File: src/rtl/rsc_pkg.sv
// package with constants of the relay setpoint controller
package rsc_pkg;
    // relay count
    localparam int RELAYS = 6;
    // width of process values, signed
    localparam int VAL_W = 16;
    // relay function codes
    localparam logic [3:0] FN_OFF = 4'h0;
    localparam logic [3:0] FN_LEVEL = 4'h1;
    localparam logic [3:0] FN_INBND = 4'h2;
    localparam logic [3:0] FN_OUTBND = 4'h3;
    localparam logic [3:0] FN_RATE = 4'h4;
    localparam logic [3:0] FN_TEMP = 4'h5;
    localparam logic [3:0] FN_ECHO = 4'h6;
    localparam logic [3:0] FN_CABLE = 4'h7;
    localparam logic [3:0] FN_PUMP = 4'h8;
    localparam logic [3:0] FN_PULSE = 4'h9;
    // value source codes
    localparam logic [1:0] SRC_P1 = 2'h0;
    localparam logic [1:0] SRC_P2 = 2'h1;
    localparam logic [1:0] SRC_P3 = 2'h2;
    // fail-safe modes
    localparam logic [1:0] FS_HOLD = 2'h0;
    localparam logic [1:0] FS_HIGH = 2'h1;
    localparam logic [1:0] FS_LOW = 2'h2;
    // register map, one word per relay block of four plus globals
    localparam logic [7:0] REG_CTRL = 8'h00;
    localparam logic [7:0] REG_FSLEVEL = 8'h04;
    localparam logic [7:0] REG_STATUS = 8'h08;
    localparam logic [7:0] REG_TIMER = 8'h0c;
    localparam logic [7:0] REG_RELAY_BASE = 8'h10;
    localparam logic [7:0] REG_RELAY_STRIDE = 8'h10;
    // per relay offsets inside its block
    localparam logic [3:0] RO_CFG = 4'h0;
    localparam logic [3:0] RO_ON = 4'h4;
    localparam logic [3:0] RO_OFF = 4'h8;
    // cfg field positions
    localparam int CFG_FN_LSB = 0;
    localparam int CFG_SRC_LSB = 4;
    localparam int CFG_INV_BIT = 6;
    // ctrl field positions
    localparam int CTRL_FS_LSB = 0;
    localparam int CTRL_DUAL_BIT = 2;
    localparam int CTRL_AVG_BIT = 3;
    localparam int CTRL_NAV_BIT = 4;
    // reset values
    localparam logic [31:0] CTRL_RST = 32'h0000_0000;
    localparam logic [31:0] TIMER_RST = 32'h0000_0064;
    // timing
    localparam int CLK_HZ = 50_000_000;
    localparam int PULSE_MS = 200;
    localparam int PULSE_CYC = CLK_HZ / 1000 * PULSE_MS;
    // hysteresis of bounds alarms, percent of span
    localparam int BAND_PCT = 2;
endpackage : rsc_pkg

File: src/rtl/rsc_relay_ctrl.sv
// six-relay setpoint controller with fail-safe and navigation override
`timescale 1ns/1ns

module rsc_relay_ctrl
    import rsc_pkg::*;
#(
    parameter int N = RELAYS,
    parameter int W = VAL_W,
    parameter int PULSE_CYCLES = PULSE_CYC
) (
    // clock, reset, enable
    input wire logic clk_sys,
    input wire logic rst,
    input wire logic clkEn,
    // register port
    input wire logic [7:0] regAddr,
    input wire logic [31:0] regWdata,
    input wire logic regWr,
    input wire logic regRd,
    output logic [31:0] regRdata,
    // measurement front end
    input wire logic measUpdate,
    input wire logic signed [15:0] level1,
    input wire logic signed [15:0] level2,
    input wire logic signed [15:0] rate,
    input wire logic signed [15:0] temperature,
    input wire logic signed [15:0] span,
    input wire logic measError,
    input wire logic echoValid,
    input wire logic cableFault,
    input wire logic eventPulse,
    // relay outputs
    output logic [5:0] relayCoil,
    output logic [5:0] relayIcon
);

    // per relay configuration
    logic [6:0] cfg_q [N];
    logic signed [W-1:0] onSp_q [N];
    logic signed [W-1:0] offSp_q [N];
    // global control, fail-safe level and timer length in updates
    logic [31:0] ctrl_q;
    logic signed [W-1:0] fsLevel_q;
    logic [31:0] timerLen_q;
    // fail-safe timer state
    logic [31:0] fsCnt_q;
    logic expired_q;
    // logical relay states, icon sense
    logic [N-1:0] act_q;
    logic [N-1:0] act_d;
    // one-shot pulse counters
    logic [31:0] pulseCnt_q [N];
    // first update seen
    logic started_q;
    logic navPrev_q;

    wire navView = ctrl_q[CTRL_NAV_BIT];
    wire navEntry = navView && !navPrev_q;

    // hysteresis comparator: high sense when on above off
    function automatic logic hyst(input logic prev, input logic signed [W-1:0] v,
            input logic signed [W-1:0] onV, input logic signed [W-1:0] offV);
        if (onV > offV) begin
            hyst = prev ? (v > offV) : (v >= onV);
        end else begin
            hyst = prev ? (v < offV) : (v <= onV);
        end
    endfunction : hyst

    // point three and level selection
    logic signed [W:0] sum3;
    logic signed [W-1:0] point3;
    logic signed [W-1:0] useL1;
    logic signed [W-1:0] useL2;
    always_comb begin
        useL1 = expired_q && measError ? fsLevel_q : level1;
        useL2 = expired_q && measError ? fsLevel_q : level2;
        if (ctrl_q[CTRL_AVG_BIT]) begin
            sum3 = {useL1[W-1], useL1} + {useL2[W-1], useL2};
            point3 = sum3[W:1];
        end else begin
            sum3 = {useL1[W-1], useL1} - {useL2[W-1], useL2};
            point3 = sum3[W-1:0];
        end
    end

    // band of two percent span
    logic signed [W+7:0] bandWide;
    logic signed [W-1:0] band;
    always_comb begin
        bandWide = (W+8)'(span) * (W+8)'(BAND_PCT) / (W+8)'(100);
        band = bandWide[W-1:0];
    end

    // next relay state per function
    always_comb begin
        for (int i = 0; i < N; i++) begin
            logic signed [W-1:0] lv;
            logic signed [W-1:0] lo;
            logic signed [W-1:0] hi;
            logic inZone;
            lv = level1;
            lo = '0;
            hi = '0;
            inZone = 1'b0;
            case (cfg_q[i][CFG_SRC_LSB +: 2])
                SRC_P2: lv = useL2;
                SRC_P3: lv = ctrl_q[CTRL_DUAL_BIT] ? point3 : useL1;
                default: lv = useL1;
            endcase
            lo = onSp_q[i] < offSp_q[i] ? onSp_q[i] : offSp_q[i];
            hi = onSp_q[i] < offSp_q[i] ? offSp_q[i] : onSp_q[i];
            // widen the zone when active so it leaves only past the band
            if (act_q[i]) begin
                inZone = (lv >= lo - band) && (lv <= hi + band);
            end else begin
                inZone = (lv >= lo + band) && (lv <= hi - band);
            end
            act_d[i] = act_q[i];
            case (cfg_q[i][3:0])
                FN_LEVEL: act_d[i] = hyst(act_q[i], lv, onSp_q[i], offSp_q[i]);
                FN_INBND: act_d[i] = inZone;
                FN_OUTBND: begin
                    // out zone uses the inverted band sense
                    if (act_q[i]) begin
                        act_d[i] = !((lv >= lo + band) && (lv <= hi - band));
                    end else begin
                        act_d[i] = !((lv >= lo - band) && (lv <= hi + band));
                    end
                end
                // negative setpoints make emptying fall under the low sense
                FN_RATE: act_d[i] = hyst(act_q[i], rate, onSp_q[i], offSp_q[i]);
                FN_TEMP: act_d[i] = hyst(act_q[i], temperature, onSp_q[i], offSp_q[i]);
                FN_ECHO: act_d[i] = expired_q;
                FN_CABLE: act_d[i] = cableFault;
                FN_PUMP: act_d[i] = hyst(act_q[i], lv, onSp_q[i], offSp_q[i]);
                default: act_d[i] = 1'b0;
            endcase
            // level alarms forced by fail-safe mode while expired
            if (expired_q && (cfg_q[i][3:0] == FN_LEVEL || cfg_q[i][3:0] == FN_INBND
                    || cfg_q[i][3:0] == FN_OUTBND)) begin
                case (ctrl_q[CTRL_FS_LSB +: 2])
                    FS_HIGH: act_d[i] = onSp_q[i] > offSp_q[i];
                    FS_LOW: act_d[i] = onSp_q[i] < offSp_q[i];
                    default: act_d[i] = act_q[i];
                endcase
            end
        end
    end

    // fail-safe timer counts updates while in error
    always_ff @(posedge clk_sys) begin
        if (rst) begin
            fsCnt_q <= 32'h0000_0000;
            expired_q <= 1'b0;
        end else if (clkEn && measUpdate) begin
            if (echoValid && !measError) begin
                fsCnt_q <= 32'h0000_0000;
                expired_q <= 1'b0;
            end else if (measError) begin
                if (fsCnt_q >= timerLen_q) begin
                    expired_q <= 1'b1;
                end else begin
                    fsCnt_q <= fsCnt_q + 32'h0000_0001;
                end
            end
        end
    end

    // relay state update, only on strobe; pumps off on navigation entry
    always_ff @(posedge clk_sys) begin
        if (rst) begin
            act_q <= '0;
            started_q <= 1'b0;
            navPrev_q <= 1'b0;
        end else if (clkEn) begin
            navPrev_q <= navView;
            if (measUpdate) begin
                act_q <= act_d;
                started_q <= 1'b1;
            end
            if (navEntry) begin
                for (int i = 0; i < N; i++) begin
                    if (cfg_q[i][3:0] == FN_PUMP) begin
                        act_q[i] <= 1'b0;
                    end
                end
            end
        end
    end

    // pulse timers for totalizer and sampler relays
    always_ff @(posedge clk_sys) begin
        if (rst) begin
            for (int i = 0; i < N; i++) begin
                pulseCnt_q[i] <= 32'h0000_0000;
            end
        end else if (clkEn) begin
            for (int i = 0; i < N; i++) begin
                if (cfg_q[i][3:0] != FN_PULSE) begin
                    pulseCnt_q[i] <= 32'h0000_0000;
                end else if (eventPulse && pulseCnt_q[i] == 32'h0000_0000) begin
                    pulseCnt_q[i] <= 32'(PULSE_CYCLES);
                end else if (pulseCnt_q[i] != 32'h0000_0000) begin
                    pulseCnt_q[i] <= pulseCnt_q[i] - 32'h0000_0001;
                end
            end
        end
    end

    // coil drive: alarms de-energize in alarm, controls energize when active
    always_ff @(posedge clk_sys) begin
        if (rst) begin
            relayCoil <= '0;
            relayIcon <= '0;
        end else if (clkEn) begin
            for (int i = 0; i < N; i++) begin
                logic isAlarm;
                logic on;
                isAlarm = cfg_q[i][3:0] inside {FN_LEVEL, FN_INBND, FN_OUTBND, FN_RATE,
                    FN_TEMP, FN_ECHO, FN_CABLE};
                on = cfg_q[i][3:0] == FN_PULSE ? pulseCnt_q[i] != 32'h0000_0000 : act_q[i];
                relayIcon[i] <= on;
                if (!started_q || cfg_q[i][3:0] == FN_OFF) begin
                    relayCoil[i] <= 1'b0;
                end else if (isAlarm) begin
                    relayCoil[i] <= !on ^ cfg_q[i][CFG_INV_BIT];
                end else begin
                    relayCoil[i] <= on ^ cfg_q[i][CFG_INV_BIT];
                end
            end
        end
    end

    // register writes; relay blocks at base plus stride times index
    always_ff @(posedge clk_sys) begin
        if (rst) begin
            ctrl_q <= CTRL_RST;
            fsLevel_q <= '0;
            timerLen_q <= TIMER_RST;
            for (int i = 0; i < N; i++) begin
                cfg_q[i] <= 7'h00;
                onSp_q[i] <= '0;
                offSp_q[i] <= '0;
            end
        end else if (clkEn && regWr) begin
            if (regAddr == REG_CTRL) begin
                ctrl_q <= regWdata;
            end else if (regAddr == REG_FSLEVEL) begin
                fsLevel_q <= regWdata[W-1:0];
            end else if (regAddr == REG_TIMER) begin
                timerLen_q <= regWdata;
            end else begin
                for (int i = 0; i < N; i++) begin
                    if (regAddr == REG_RELAY_BASE + 8'(i) * REG_RELAY_STRIDE + 8'(RO_CFG)) begin
                        cfg_q[i] <= regWdata[6:0];
                    end else if (regAddr == REG_RELAY_BASE + 8'(i) * REG_RELAY_STRIDE
                            + 8'(RO_ON)) begin
                        onSp_q[i] <= regWdata[W-1:0];
                    end else if (regAddr == REG_RELAY_BASE + 8'(i) * REG_RELAY_STRIDE
                            + 8'(RO_OFF)) begin
                        offSp_q[i] <= regWdata[W-1:0];
                    end
                end
            end
        end
    end

    // register reads, one cycle later; unmapped reads zero
    always_ff @(posedge clk_sys) begin
        if (rst) begin
            regRdata <= 32'h0000_0000;
        end else if (clkEn) begin
            regRdata <= 32'h0000_0000;
            if (regRd) begin
                if (regAddr == REG_CTRL) begin
                    regRdata <= ctrl_q;
                end else if (regAddr == REG_FSLEVEL) begin
                    regRdata <= {{(32-W){fsLevel_q[W-1]}}, fsLevel_q};
                end else if (regAddr == REG_STATUS) begin
                    regRdata <= {22'h000000, started_q, expired_q, 2'h0, act_q};
                end else if (regAddr == REG_TIMER) begin
                    regRdata <= timerLen_q;
                end else begin
                    for (int i = 0; i < N; i++) begin
                        if (regAddr == REG_RELAY_BASE + 8'(i) * REG_RELAY_STRIDE) begin
                            regRdata <= {25'h0000000, cfg_q[i]};
                        end else if (regAddr == REG_RELAY_BASE + 8'(i) * REG_RELAY_STRIDE
                                + 8'(RO_ON)) begin
                            regRdata <= {{(32-W){onSp_q[i][W-1]}}, onSp_q[i]};
                        end else if (regAddr == REG_RELAY_BASE + 8'(i) * REG_RELAY_STRIDE
                                + 8'(RO_OFF)) begin
                            regRdata <= {{(32-W){offSp_q[i][W-1]}}, offSp_q[i]};
                        end
                    end
                end
            end
        end
    end

    // checks
    property p_cable;
        @(posedge clk_sys) disable iff (rst)
        clkEn && measUpdate && cfg_q[3][3:0] == FN_CABLE && !navEntry |=> act_q[3] == $past(cableFault);
    endproperty
    a_cable: assert property (p_cable) else $error("cable alarm wrong");
    property p_hold;
        @(posedge clk_sys) disable iff (rst)
        !measUpdate && !navEntry |=> act_q == $past(act_q);
    endproperty
    a_hold: assert property (p_hold) else $error("relay changed without strobe");
    property p_nav;
        @(posedge clk_sys) disable iff (rst)
        clkEn && navEntry && cfg_q[1][3:0] == FN_PUMP |=> !act_q[1];
    endproperty
    a_nav: assert property (p_nav) else $error("pump not off on navigation");
    property p_start;
        @(posedge clk_sys) disable iff (rst)
        !started_q |=> relayCoil == '0;
    endproperty
    a_start: assert property (p_start) else $error("coil driven before first update");
    property p_echo;
        @(posedge clk_sys) disable iff (rst)
        clkEn && measUpdate && cfg_q[2][3:0] == FN_ECHO |=> act_q[2] == $past(expired_q);
    endproperty
    a_echo: assert property (p_echo) else $error("echo lost alarm wrong");
    property p_reset_timer;
        @(posedge clk_sys) disable iff (rst)
        clkEn && measUpdate && echoValid && !measError |=> !expired_q;
    endproperty
    a_reset_timer: assert property (p_reset_timer) else $error("timer not cleared");
    property p_inv;
        @(posedge clk_sys) disable iff (rst)
        clkEn && started_q && cfg_q[1][3:0] == FN_PUMP |=>
            relayCoil[1] == ($past(act_q[1]) ^ $past(cfg_q[1][CFG_INV_BIT]));
    endproperty
    a_inv: assert property (p_inv) else $error("pump coil sense wrong");
    property p_alarm;
        @(posedge clk_sys) disable iff (rst)
        clkEn && started_q && cfg_q[0][3:0] == FN_LEVEL |=>
            relayCoil[0] == (!$past(act_q[0]) ^ $past(cfg_q[0][CFG_INV_BIT]));
    endproperty
    a_alarm: assert property (p_alarm) else $error("alarm coil sense wrong");

endmodule : rsc_relay_ctrl

File: config.mk
export PLATFORM = sky130hd
export DESIGN_NAME = rsc_relay_ctrl
export DESIGN_NICKNAME = d
export VERILOG_FILES = /design/src/rtl/rsc_pkg.sv /design/src/rtl/rsc_relay_ctrl.sv
export SDC_FILE = /design/constraint.sdc
export NUM_CORES = 2
export LEC_CHECK = 0
export BUFFER_PORTS_ARGS = -buffer_cell sky130_fd_sc_hd__buf_2
export CELL_PAD_IN_SITES_DETAIL_PLACEMENT = 1
export CELL_PAD_IN_SITES_GLOBAL_PLACEMENT = 1
export CORE_ASPECT_RATIO = 0.75
export CORE_MARGIN = 2
export CORE_UTILIZATION = 45
export CTS_CLUSTER_SIZE = 16
export DETAILED_ROUTE_END_ITERATION = 6
export HOLD_SLACK_MARGIN = 0.15
export PLACE_DENSITY_LB_ADDON = 0.1
export SLEW_MARGIN = 5
export SYNTH_ARGS = -nofsm -noshare
export SYNTH_HDL_FRONTEND = slang
export SYNTH_SLANG_ARGS = --single-unit
File: constraint.sdc
create_clock -name clk_sys -period 18.3 [get_ports clk_sys]
set_clock_uncertainty 0.1 [all_clocks]
set_input_delay 1.83 -clock clk_sys [delete_from_list [all_inputs] [get_ports clk_sys]]
set_output_delay 1.83 -clock clk_sys [all_outputs]
set_load 0.02 [all_outputs]
# Yosys cells after proc, flatten, opt, wreduce, memory -nomap -nowiden
# Memories as Yosys holds them, arrays and structs flattened.
# Cells that the tools add are included.
# op_classes
n_addsub,33
n_div,1
order_cmp,109
n_eq_ne,96
n_mux,433
bitwise_logic,50
n_reduce_logical,107
# ops
operator,count
2-to-1 mux 32 bit,44
>= comparator 16 bit,30
<= comparator 16 bit,30
2-to-1 mux 16 bit,28
> comparator 16 bit,24
< comparator 16 bit,24
2-to-1 mux 1 bit,335
subtractor 16 bit,13
adder 16 bit,12
logical NOT 32 bit,6
case mux 16 bit (2 select lines),6
nonzero test 32 bit,6
subtractor 32 x 1 -> 32 bit (second input constant),6
equality test 4 x 3 -> 1 bit (second input constant),24
equality test 8 x 7 -> 1 bit (second input constant),9
equality test 4 x 2 -> 1 bit (second input constant),12
equality test 4 bit (second input constant),12
equality test 8 x 6 -> 1 bit (second input constant),6
2-to-1 mux 7 bit,6
case mux 1 bit (7 select lines),6
nonzero test 7 bit,6
OR 1 bit,36
adder 32 x 1 -> 32 bit (second input constant),1
>= comparator 32 bit,1
other kinds (24),146
# word_totals
regBits,165
ramBits,426
elab_cells,844
mem_count,4
# memory_table
name,words,word_bits,rd,rd_clocked_by_memory_dff,write_ports,line_no,rtl
pulseCnt_q,6,32,6,0,6,rsc_relay_ctrl.sv:52,logic [31:0] pulseCnt_q [N];
offSp_q,6,16,6,0,6,rsc_relay_ctrl.sv:40,logic signed [W-1:0] offSp_q [N];
onSp_q,6,16,6,0,6,rsc_relay_ctrl.sv:39,logic signed [W-1:0] onSp_q [N];
cfg_q,6,7,6,0,6,rsc_relay_ctrl.sv:38,logic [6:0] cfg_q [N];

# Depth between registers and ports, before layout
# logic_depth
ltp_word,24
mapped_depth,75
mapped_depth_nobuf,70

# Worst setup path before layout
# OpenSTA, ideal clock, no wires.
# synth_path
path_kind,input port to flip-flop
start,input port span[0]
end,register act_q[1]
arrival_time_ns,17.170
required_time_ns,18.063
setup_slack_ns,0.892
stages,63
cell_sequence,inv_1 -> ha_1 -> or4b_4 -> buf_6 -> or4_1 -> a31oi_1 -> a311oi_2 -> a211oi_2 -> nor2_1 -> mux2_2 -> a32o_2 -> xor2_2 -> nor4_2 -> or3_1 -> and2_1 -> buf_6 -> mux2_4 -> or2_1 -> (+27 left out) -> a21oi_1 -> o21bai_1 -> a21oi_1 -> xnor3_1 -> ha_1 -> nand4_1 -> nor3_1 -> nor3_1 -> a31o_2 -> o22ai_1 -> o21ai_0 -> nand2_1 -> o21ai_0 -> a31oi_1 -> nor3_1 -> a2111oi_0 -> o21bai_1 -> a211oi_1
# synth_between
elab_chain_cells,11
elab_cells_between_ends,20
cone_classes,add/sub (4); div (1); order compare (4); mux (7); reduce/logical (4)
# synth_lines
item,line_no,rtl
"start, declared",rsc_relay_ctrl.sv:27,"input wire logic signed [15:0] span,"
divider 24 x 8 -> 24 bit *,rsc_relay_ctrl.sv:91,bandWide = (W+8)'(span) * (W+8)'(BAND_PCT) / (W+8)'(100);
subtractor 16 bit (tied with other cells),"rsc_relay_ctrl.sv:115, rsc_relay_ctrl.sv:128",
>= comparator 16 bit (tied with other cells),"rsc_relay_ctrl.sv:115, rsc_relay_ctrl.sv:128",
logical AND 1 bit (on tied branches),n/a,
logical NOT 1 bit (on tied branches),"rsc_relay_ctrl.sv:128, rsc_relay_ctrl.sv:126",
2-to-1 mux 1 bit,rsc_relay_ctrl.sv:125,if (act_q[i]) begin
case mux 1 bit (7 select lines) *,rsc_relay_ctrl.sv:120,case (cfg_q[i][3:0])
2-to-1 mux 1 bit *,rsc_relay_ctrl.sv:140,if (expired_q && (cfg_q[i][3:0] == FN_LEVEL || cfg_q[i][3:0] == FN_INBND
2-to-1 mux 6 bit *,rsc_relay_ctrl.sv:178,if (measUpdate) begin
2-to-1 mux 1 bit,rsc_relay_ctrl.sv:184,if (cfg_q[i][3:0] == FN_PUMP) begin
2-to-1 mux 6 bit *,rsc_relay_ctrl.sv:182,if (navEntry) begin
"end signal, assigned",rsc_relay_ctrl.sv:179,act_q <= act_d;
"end, declared",rsc_relay_ctrl.sv:49,logic [N-1:0] act_q;
# Mark *: on every way between the ends. The rest lies on a longest branch, timed or not.
# A chain may end at the register's enable or synchronous reset.

# Worst setup path in the final report
# layout_path
start,input port span[0]
end,register act_q[4]
# The elaborated chain is that of the path after synthesis.

==> impl_results.md <==
- Pin count of the biggest net entering global routing: 138
- Top cell type's share of synthesized area: 24.81%
- Initial DRC Count: 9,517
- Yosys top cell by area: ha_1
- R2R depth: 56
- Postcts setup bufs: 0
- Slew HR: between 1 and 1.5%
- Die Height: 357.9 um
- # H-tree levels: 2
- Failing checks: DRC, capacitance limit
- Hold Crit Depth: 2
- CP Data Arrival Time: 17,440 ps
- CTS resizes: 0
- Synth Cell Area: about 75,000 sq um
- Tmin final: 16,960 ps
- WL final: 361,100 um
- Gr usage total: about 40%
- Die ar.: 170,300 sq um
- Mapped Cells: 9,141
- FMAX: 58.98 MHz
- Global-route wire length before repair: 513,300 um
- Post-route ant nets: 0
- DRT Pass-1 Iters: 7
- Clock sink count: just under 600
- CTS max path bufs: 3
- CP Launch Type: primary input
- Ys Warns: 0
- Crit-path slowest cell: o31ai_2
- Synth cell types: 112
- PortBufs: between 150 and 200
- RSZ-0062 raised after global routing: false
- Vias per Instance: 6.533
- Row Count: 129
- Syn avg cell area: 8.219 sq um
- Antenna violations before repair: 51
- Seq/Total Area, Yosys: 21.42%
- Max cap viols: 1
- Initial Utilization: around 45%
- Clk slew on worst S/H paths: 70 ps
- Endpoints failing setup: 0
- Setup TNS: 0 ps
- Tightest Pin Transition: 1466 ps
- CP max FO: 12
- Layout cells sized above 1: 6.472%
- Post-DP HPWL: 281,200 um
- Seq cells post-synth: 591
- Tightest Hold Check Type: flip-flop to flip-flop
- Slew Viols, Final: 0
- Num CTS Buffers: 60
- Slowest stage delay, CP: 680 ps
- Later-pin clock latency in the skew report: approximately 700 ps
- Post-route DRC violation count: 1
- Clock root buffer: clkbuf_16
- Synth async-reset ratio: 0%
- GPL Wtd Cong: 1.052
- Fillers: just under 20,000
- I/O Pins: between 150 and 200
- Routed len/inst: 31.34 um
- Most used flip-flop cell after synthesis: edfxtp_1
- Status: finished, violations left
- Setup CP Type: primary input to flip-flop
- Final instance area: 81,220 sq um
- Vias in the first global route: 73,490
- Post-synth EDFFs: 426
- DR vias: 75,270
- Remaining Overflow, GRT: 0
- Crit share post-route: 92.66%
- WP data required: approximately 19,000 ps
- Crit. End Element: flip-flop
- Post-layout net count: about 11,000
- Mapped Nets: ~11,000
- CTS tree: yes
- Chip width: 475.8 um
- Placed instance area: 79,240 sq um
- Synth top area cells: ha_1, edfxtp_1, a21oi_1, xnor2_1, o21ai_0
- Final hold viol count: 0
- Hold buffer count at CTS: 0
- Most used cell, CP: a21oi_1
- Layout area overhead: 8.105%
- Core footprint: 165,400 sq um
worst max-delay path: cells and delay by family:
family,cells,cell delay (ps)
adders and majority gates,4,1150
xor gates and xnor gates,4,1360
buffers and inverters,5,1010
AOI/OAI and AO/OA,30,7430
and+or+nand+nor,16,3540
muxes,3,1090
worst paths after layout:
kind                        from    endpoint  slack, ps
setup / recovery         span[0]    act_q[4]       1340
setup reg to reg  offSp_q[0][49]    act_q[3]       8210
hold / removal        ctrl_q[22]  ctrl_q[22]        350
hold reg to reg       ctrl_q[22]  ctrl_q[22]        350
Yosys cell counts (all sizes together), types with 165 or more instances:
cell type,number
a21o,214
a21oi,831
and3,272
clkbuf,326
dfxtp,165
edfxtp,426
ha,1490
inv,541
nand2,667
nand2b,250
nand4,249
nor2,712
nor2b,228
o21ai,729
o21bai,203
xnor2,443
cell usage in the layout (no fill, tap or decap), types with 250 or more instances in the layout:
master | synthesis | routed
inv_1 | 540 | 536
and3_1 | 272 | 272
nor2_1 | 710 | 695
edfxtp_1 | 426 | 426
o21ai_0 | 723 | 686
ha_1 | 1490 | 1490
nand2b_1 | 250 | 250
xnor2_1 | 441 | 434
a21oi_1 | 830 | 828
nand2_1 | 667 | 667
stage by stage:
step | std cells | setup slack [ps] | utilization, % | hold WS, ps
floorplan | 9141 | 892.5 | - | 331.9
global placement | 11390 | 1340 | 47.90 | 337.5
detailed placement | 11390 | 892.2 | 47.90 | 343.7
CTS | 11500 | 1562 | 49.06 | 352.1
global route | 11500 | 184.6 | 49.06 | 372.7
finish | 11520 | 1344 | 49.09 | 353.4
sequential cells by signal (all words and copies together) (netlist names):
name,cells
pulseCnt_q,192
cfg_q,42
navPrev_q,1
act_q,6
ctrl_q,32
regRdata,32
relayCoil,6
fsCnt_q,32
relayIcon,6
started_q,1
offSp_q,96
fsLevel_q,16
expired_q,1
onSp_q,96
timerLen_q,32
layout make-up:
| class | count | area, sq um | area share (%) |
|---|---|---|---|
| Antenna cell | 24 | 60.06 | 0.07394 |
| Clock buffer | 83 | 1639 | 2.018 |
| Clock inverter | 27 | 281.5 | 0.3466 |
| Inverter | 541 | 2033 | 2.503 |
| Multi-Input combinational cell | 7638 | 55820 | 68.73 |
| Sequential cell | 591 | 16100 | 19.82 |
| Tap cell | 2227 | 2786 | 3.431 |
| Timing Repair Buffer | 390 | 2501 | 3.079 |
layer usage:
metal	wire, um	vias up	share of wire [%]	GRT usage [%]
met5	195	-	0.054	0
met4	19790	32	5.5	19.71
met2	139900	4015	39	56.74
met1	151700	37000	42	56.60
met3	49480	781	14	14.75
li1	-	33440	-	-
cells by family (layout without fill, tap and decap cells):
logic type      count (synthesis)  after routing  share of synthesized area [%]
simple gates                 2956           2956                          19.94
compound gates               2541           2541                          20.57
fa+ha+maj                    1517           1517                          25.52
buf+inv                       912           1041                          4.655
flops                         591            591                          21.42
xor+xnor                      572            572                          7.153
mux                            52             52                         0.7411
other cells                     0             24                              0
Power is not shown: default switching activity piles up to over one toggle a cycle in this logic, so the estimate is an artifact.
